`config.mk`:
```
export PLATFORM = sky130hd
export DESIGN_NAME = iad_decoder
export DESIGN_NICKNAME = d
export VERILOG_FILES = /design/src/include/iad_pkg.sv /design/src/rtl/iad_decoder.sv /design/src/rtl/iad_region.sv
export SDC_FILE = /design/constraint.sdc
export NUM_CORES = 1
export LEC_CHECK = 0
export BUFFER_PORTS_ARGS = -buffer_cell sky130_fd_sc_hd__buf_4
export CORE_MARGIN = 5
export CORE_UTILIZATION = 44
export CTS_CLUSTER_SIZE = 10
export DETAILED_ROUTE_END_ITERATION = 10
export PLACE_DENSITY = 0.79
export SYNTH_ARGS = -nofsm -noshare
export SYNTH_HDL_FRONTEND = slang
export SYNTH_SLANG_ARGS = --single-unit
```
`constraint.sdc`:
```
create_clock -name sys_clk -period 1.43 [get_ports sys_clk]
set_input_delay 0.143 -clock sys_clk [delete_from_list [all_inputs] [get_ports sys_clk]]
set_output_delay 0.143 -clock sys_clk [all_outputs]
set_load 0.03 [all_outputs]
```
`src/include/iad_pkg.sv`:
```
// Package for the internal area address decoder: address map constants,
// region codes and the decode carrier structs.
// Assumes a 20-bit flat CPU address space.
package iad_pkg;

  localparam int          ADDR_W        = 20;
  // Data area (SFRs plus internal RAM), low and high placements
  localparam logic [19:0] DATA_LO_BASE  = 20'h0f700;
  localparam logic [19:0] DATA_LO_TOP   = 20'h0ffff;
  localparam logic [19:0] DATA_HI_BASE  = 20'hff700;
  localparam logic [19:0] DATA_HI_TOP   = 20'hfffff;
  // Special function registers: top 256 bytes of the data area
  localparam logic [19:0] SFR_LO_BASE   = 20'h0ff00;
  localparam logic [19:0] SFR_HI_BASE   = 20'hfff00;
  // Internal ROM limits per variant
  localparam logic [19:0] ROM48_TOP     = 20'h0bfff;
  localparam logic [19:0] ROM64_TOP     = 20'h0ffff;
  localparam logic [19:0] ROM64_LO_TOP  = 20'h0f6ff;
  // Mapping-selection operand codes
  localparam logic [3:0]  MAP_CODE_LOW  = 4'h0;
  localparam logic [3:0]  MAP_CODE_HIGH = 4'hf;

  // Decoded target of an access, one-hot
  typedef enum logic [4:0] {
    IAD_TGT_NONE = 5'h01,
    IAD_TGT_ROM  = 5'h02,
    IAD_TGT_RAM  = 5'h04,
    IAD_TGT_SFR  = 5'h08,
    IAD_TGT_EXT  = 5'h10
  } iad_tgt_e;

  // Mapping state, one-hot
  typedef enum logic [2:0] {
    IAD_MAP_NONE = 3'h1,
    IAD_MAP_LOW  = 3'h2,
    IAD_MAP_HIGH = 3'h4
  } iad_map_e;

  // Access request from the CPU core
  typedef struct packed {
    logic              valid;
    logic [19:0]       addr;
  } iad_req_s;

  // Decode result towards the memories
  typedef struct packed {
    logic              valid;
    iad_tgt_e          tgt;
    logic [19:0]       addr;
    logic [15:0]       offset;
  } iad_dec_s;

endpackage : iad_pkg

```
`src/rtl/iad_decoder.sv`:
```
// Internal area address decoder: latches the one-time data area mapping
// and classifies every CPU address into SFR, RAM, ROM, external space or no target.
// Assumes requests are synchronous to sys_clk and the CPU core issues the
// mapping-selection instruction once after reset.
`timescale 1ns/1ns
`default_nettype none

////////////////////////////////////////////////////////////////////////////
module iad_decoder (
  input  wire logic              sys_clk,
  input  wire logic              rst_b,
  input  wire logic              clk_en,
  input  wire logic              rom64,
  input  wire logic              ext_en,
  input  wire logic              map_sel_stb,
  input  wire logic [3:0]        map_sel_code,
  input  wire iad_pkg::iad_req_s req,
  output iad_pkg::iad_dec_s      dec,
  output logic                   map_done,
  output logic                   map_high
);

  ////////////////////////////////////////////////////////////////////////
  // Mapping selection latch
  iad_pkg::iad_map_e map_q;
  iad_pkg::iad_map_e map_d;

  // First selection wins, any code but MAP_CODE_HIGH taking low; afterwards frozen until reset
  always_comb begin
    map_d = map_q;
    unique case (map_q)
      iad_pkg::IAD_MAP_NONE: begin
        if (map_sel_stb && map_sel_code == iad_pkg::MAP_CODE_HIGH) begin
          map_d = iad_pkg::IAD_MAP_HIGH;
        end else if (map_sel_stb) begin
          map_d = iad_pkg::IAD_MAP_LOW;
        end
      end
      iad_pkg::IAD_MAP_LOW:  map_d = map_q;
      iad_pkg::IAD_MAP_HIGH: map_d = map_q;
      default:               map_d = iad_pkg::IAD_MAP_NONE;
    endcase
  end

  // Only reset clears the selection
  always_ff @(posedge sys_clk or negedge rst_b) begin
    if (!rst_b) begin
      map_q <= iad_pkg::IAD_MAP_NONE;
    end else if (clk_en) begin
      map_q <= map_d;
    end
  end

  assign map_done = map_q != iad_pkg::IAD_MAP_NONE;
  assign map_high = map_q == iad_pkg::IAD_MAP_HIGH;

  ////////////////////////////////////////////////////////////////////////
  // Address classification
  iad_pkg::iad_tgt_e tgt;

  iad_region u_region (
    .addr   (req.addr),
    .map    (map_q),
    .rom64  (rom64),
    .ext_en (ext_en),
    .tgt    (tgt)
  );

  ////////////////////////////////////////////////////////////////////////
  // Registered decode result
  iad_pkg::iad_dec_s dec_q;
  iad_pkg::iad_dec_s dec_d;

  // Offset is the address within the selected 64K-aligned region
  always_comb begin
    dec_d        = dec_q;
    dec_d.valid  = req.valid;
    if (req.valid) begin
      dec_d.tgt    = tgt;
      dec_d.addr   = req.addr;
      dec_d.offset = req.addr[15:0];
    end
  end

  always_ff @(posedge sys_clk or negedge rst_b) begin
    if (!rst_b) begin
      dec_q <= '{valid: 1'b0, tgt: iad_pkg::IAD_TGT_NONE,
                 addr: 20'h00000, offset: 16'h0000};
    end else if (clk_en) begin
      dec_q <= dec_d;
    end
  end

  assign dec = dec_q;

  ////////////////////////////////////////////////////////////////////////
  // Checks
  logic in_lo_data;
  logic in_hi_data;
  logic outside_rom;
  logic outside_data;

  // Rule windows, kept apart from the classifier
  assign in_lo_data   = req.addr >= iad_pkg::DATA_LO_BASE &&
                        req.addr <= iad_pkg::DATA_LO_TOP;
  assign in_hi_data   = req.addr >= iad_pkg::DATA_HI_BASE;
  assign outside_rom  = rom64 ? req.addr > iad_pkg::ROM64_TOP
                              : req.addr > iad_pkg::ROM48_TOP;
  assign outside_data = !((map_q == iad_pkg::IAD_MAP_LOW && in_lo_data) ||
                          (map_q == iad_pkg::IAD_MAP_HIGH && in_hi_data));
endmodule // iad_decoder
`default_nettype wire

```
`src/rtl/iad_region.sv`:
```
// Combinational region classifier for one 20-bit address.
// Assumes the mapping state is already latched by the caller.
`timescale 1ns/1ns
`default_nettype none
module iad_region (
  input  wire logic [19:0]       addr,
  input  wire iad_pkg::iad_map_e map,
  input  wire logic              rom64,
  input  wire logic              ext_en,
  output iad_pkg::iad_tgt_e      tgt
);

  logic in_data;
  logic in_sfr;
  logic in_rom;

  // Data area and SFR windows follow the latched placement
  always_comb begin
    in_data = 1'b0;
    in_sfr  = 1'b0;
    unique case (map)
      iad_pkg::IAD_MAP_LOW: begin
        in_data = addr >= iad_pkg::DATA_LO_BASE;
        in_data = in_data && addr <= iad_pkg::DATA_LO_TOP;
        in_sfr  = in_data && addr >= iad_pkg::SFR_LO_BASE;
      end
      iad_pkg::IAD_MAP_HIGH: begin
        in_data = addr >= iad_pkg::DATA_HI_BASE;
        in_sfr  = addr >= iad_pkg::SFR_HI_BASE;
      end
      iad_pkg::IAD_MAP_NONE: begin
        in_data = 1'b0;
        in_sfr  = 1'b0;
      end
      default: begin
        in_data = 1'b0;
        in_sfr  = 1'b0;
      end
    endcase
  end

  // ROM window per variant; data area overrides the overlap
  always_comb begin
    if (rom64) begin
      in_rom = addr <= iad_pkg::ROM64_TOP;
    end else begin
      in_rom = addr <= iad_pkg::ROM48_TOP;
    end
  end

  // Priority: SFR, RAM, ROM, then external
  always_comb begin
    if (in_sfr) begin
      tgt = iad_pkg::IAD_TGT_SFR;
    end else if (in_data) begin
      tgt = iad_pkg::IAD_TGT_RAM;
    end else if (in_rom) begin
      tgt = iad_pkg::IAD_TGT_ROM;
    end else if (ext_en) begin
      tgt = iad_pkg::IAD_TGT_EXT;
    end else begin
      tgt = iad_pkg::IAD_TGT_NONE;
    end
  end

endmodule // iad_region
`default_nettype wire

```
==> out/qor.csv <==
stage;metric;value;unit
yosys;yosys_register_bits;29;
drt;drt-pass1-iter-count;4;
timing;portion_of_the_clock_cycle_consumed_by_the_worst_path_in_the_final_layout;0.9636;
yosys;synth_ff_type;dfrtp_1;
drt;wirelength;3.319;mm
yosys;synth-compound-area-share;0.08755;
final_layout;finalInstanceArea;0.001991;mm²
clock_tree;cts_max_path_buffers;2;
timing;slew_violations;0;
final_layout;layout.nets;214;
critical_path;worst_path_arrival;1230;ps
timing;timing.final.setup_violations;0;
clock_tree;worst_setup_hold_path_clk_slew;90;ps
final_layout;final_layout_size_suffix_gt1_frac;0.6503;
drt;drcViolationCount;0;
critical_path;max_stage_delay;590;ps
timing;worst-slew-pin-transition;361.7;ps
critical_path;timing.critical_path.buf_inv;1;
clock_tree;cts_sinks;29;
global_route;grt.overflow.total;0;
flow_run;maxCapViolCount;0;
drt;dr_iter_0_viols;32;
floorplanning;initial_utilization;0.4579;
pwr;power;2.319;mW
placed_design;place_area;0.001869;mm²
clock_tree;cts_tree;yes;
yosys;dominant_combinational_cell_family_by_area_after_synthesis;multiplexers;
global_route;grt_antenna_before_repair;0;
floorplanning;core_area;0.003028;mm²
yosys;synth-simple-area-share;0.1146;
timing;final_hold_viol_count;0;
yosys;synth.lib_cells_used.distinct;29;
floorplanning;die-height;66.13;µm
timing;post-route-min-period;1378;ps
placed_design;post_place_setup_slack;28.30;ps
timing;holdWs;39.66;ps
floorplanning;core.rowCount;20;
placed_design;gpl.final_weighted_congestion;0.7796;
critical_path;critical-path-top-delay-family;flip-flops;
drt;ant_nets;0;
yosys;syn_nets;146;
timing;grt_setup_unrepaired;true;
timing;post-route-worst-setup-slack;52.08;ps
run_status;run_status;finished, final reports clean;
placed_design;numPortBuffers;74;
critical_path;rr_startpoint;map_q[0]$_DFFE_PN1P_;
pwr;leakage;0.9601;nW
critical_path;worstSetupPathType;reg2out;
yosys;muxShareOfSynthArea;0.1543;
critical_path;timing.critical_path.cells;nand2b_4 > nor2_2 > buf_6;
global_route;track_usage;0.1616;
yosys;post_synth_inst_count;115;
placed_design;half_perimeter_wire_length_after_detailed_placement;2.532;mm
global_route;first_global_vias;1084;
drt;wl_per_cell;14.62;µm
global_route;first_pass_grt_wire_length;5.119;mm
min_path;min-delay-start;req[3];
yosys;synth-xor-area-share;0.006318;
yosys;synth_async_sr_flop_share;1.000;
yosys;synth_adder_area_share;0;
yosys;synth.yosys.seq_area_share;0.5253;
min_path;hold_class;in2reg;
yosys;synth_area_per_cell;12.06;µm²
final_layout;antenna_cells;0;
critical_path;end_kind;output pin;
critical_path;worst-path-max-fanout;5;
floorplanning;design.die.area;0.004373;mm²
timing;fin_worst_skew;3.723;ps
timing;maxSlewHeadroom;0.7588;
clock_tree;tritoncts.num_buffers;5;
timing;clock.fmax;0.7257;GHz
drt;viasPerCell;4.819;
floorplanning;ioPinCount;75;
yosys;synth.yosys.warnings;0;
pwr;power.density_cell_area;1165;mW/mm²
critical_path;element_type_at_the_critical_path_start;register;
floorplanning;die_width;66.13;µm
yosys;post_synth_instance_area;0.001386;mm²
critical_path;critical_path_required;1290;ps
critical_path;setup.worst_path.start;map_q[0]$_DFFE_PN1P_;
yosys;synth-edff-count;0;
clock_tree;htreeDepth;2;
final_layout;syn_to_final_growth;43.59;%
critical_path;cp_slowest_cell;dfstp_2;
drt;vias;1094;
clock_tree;clk_root_buffer_cell;clkbuf_4;
clock_tree;insertion_delay;320;ps
pwr;peak_supply_drop;0.8268;mV
final_layout;postLayoutCoreUtil;0.6574;
global_route;pin_count_of_the_biggest_net_entering_global_routing;30;
registers in the layout, indices dropped and copies added, names as in the netlist:
name,count
dec,26
map_q,3
final timing paths:
path | endpoint | slack [ps] | cells after the start
min reg2reg | dec[40]$_DFFE_PN0P_ | 500 | 2
min in group asynchronous | dec[16]$_DFFE_PN0P_ | 270 | 2
max in group asynchronous | dec[36]$_DFFE_PN1P_ | 840 | 2
max | map_high | 50 | 3
max reg2reg | dec[36]$_DFFE_PN1P_ | 140 | 3
min | dec[19]$_DFFE_PN0P_ | 40 | 2
area by class of cell:
| cell class | instances | area (µm²) |
|---|---|---|
| fillers | 240 | 1037 |
| flip-flops and latches | 29 | 730.7 |
| repair buffers | 80 | 621.8 |
| multi-input cells | 65 | 520.5 |
| clock buffers | 7 | 55.05 |
| well taps | 44 | 55.05 |
| inverters | 2 | 7.507 |
logic make-up (layout without fill, tap and decap cells):
family	count (synthesis)	count (layout)
and+or+nand+nor	31	31
DFF	29	29
buffers and inverters	21	89
muxes	19	19
AOI/OAI and AO/OA	14	14
xor gates and xnor gates	1	1
cell usage after synthesis (2+ instances only):
library cell	n	area [µm²]
nand2b_1	3	18.77
o31ai_1	2	15.01
dfrtp_1	27	675.7
nand2_2	2	12.51
nand3_1	5	25.02
mux2_2	19	214.0
buf_6	2	22.52
a21oi_1	2	10.01
dfstp_2	2	52.55
nor2_1	3	11.26
o31ai_2	2	25.02
inv_1	2	7.510
o21ai_0	2	10.01
nand2_1	12	45.04
buf_4	16	120.1
cell usage in the layout, fill, tap and decap left out, types with 2 or more instances in the layout:
cell type,netlist,final
inv_1,2,2
mux2_2,19,19
nand2_1,12,12
dfrtp_1,27,25
nand3_1,5,5
dfrtp_2,0,2
dlygate4sd3_1,0,2
buf_4,16,76
o31ai_1,2,2
nand2b_1,3,2
nor2_1,3,2
clkbuf_4,0,5
nand2_2,2,2
o21ai_0,2,2
dfstp_2,2,2
o31ai_2,2,2
a21oi_1,2,2
routing by layer:
layer | up-vias | GRT usage | part of all wire
met5 | - | 0 | 0
li1 | 521 | - | -
met1 | 519 | 0.1861 | 0.40
met3 | 7 | 0.06122 | 0.086
met2 | 47 | 0.2627 | 0.49
met4 | 0 | 0.07614 | 0.020
through the flow:
step	cells	TNS, ps
detailed placement	215	0
global route	227	-20.02
floorplan	115	0
global placement	215	0
finish	227	0
CTS	225	0
power by group:
part           switching [mW]  total, mW  internal (mW)
clock network           0.272      0.504          0.232
logic                   0.493      0.836          0.343
registers              0.0626      0.979          0.917
worst reg2reg max path, cell delays in order, from the launching register on:
cell     delay (ps)
dfstp_2         590
nor3_1           90
and3_2          250
o41ai_2         280
repair_timing:
action | 4_1_cts | 5_1_grt
gates resized for setup | 1 | 5
endpoints found under the setup margin | 1 | 2
buffers inserted | 1 | 2
hold buffers | 2 | 0
endpoints found under the hold margin | 28 | 0
(Power assumes the default switching activity.)
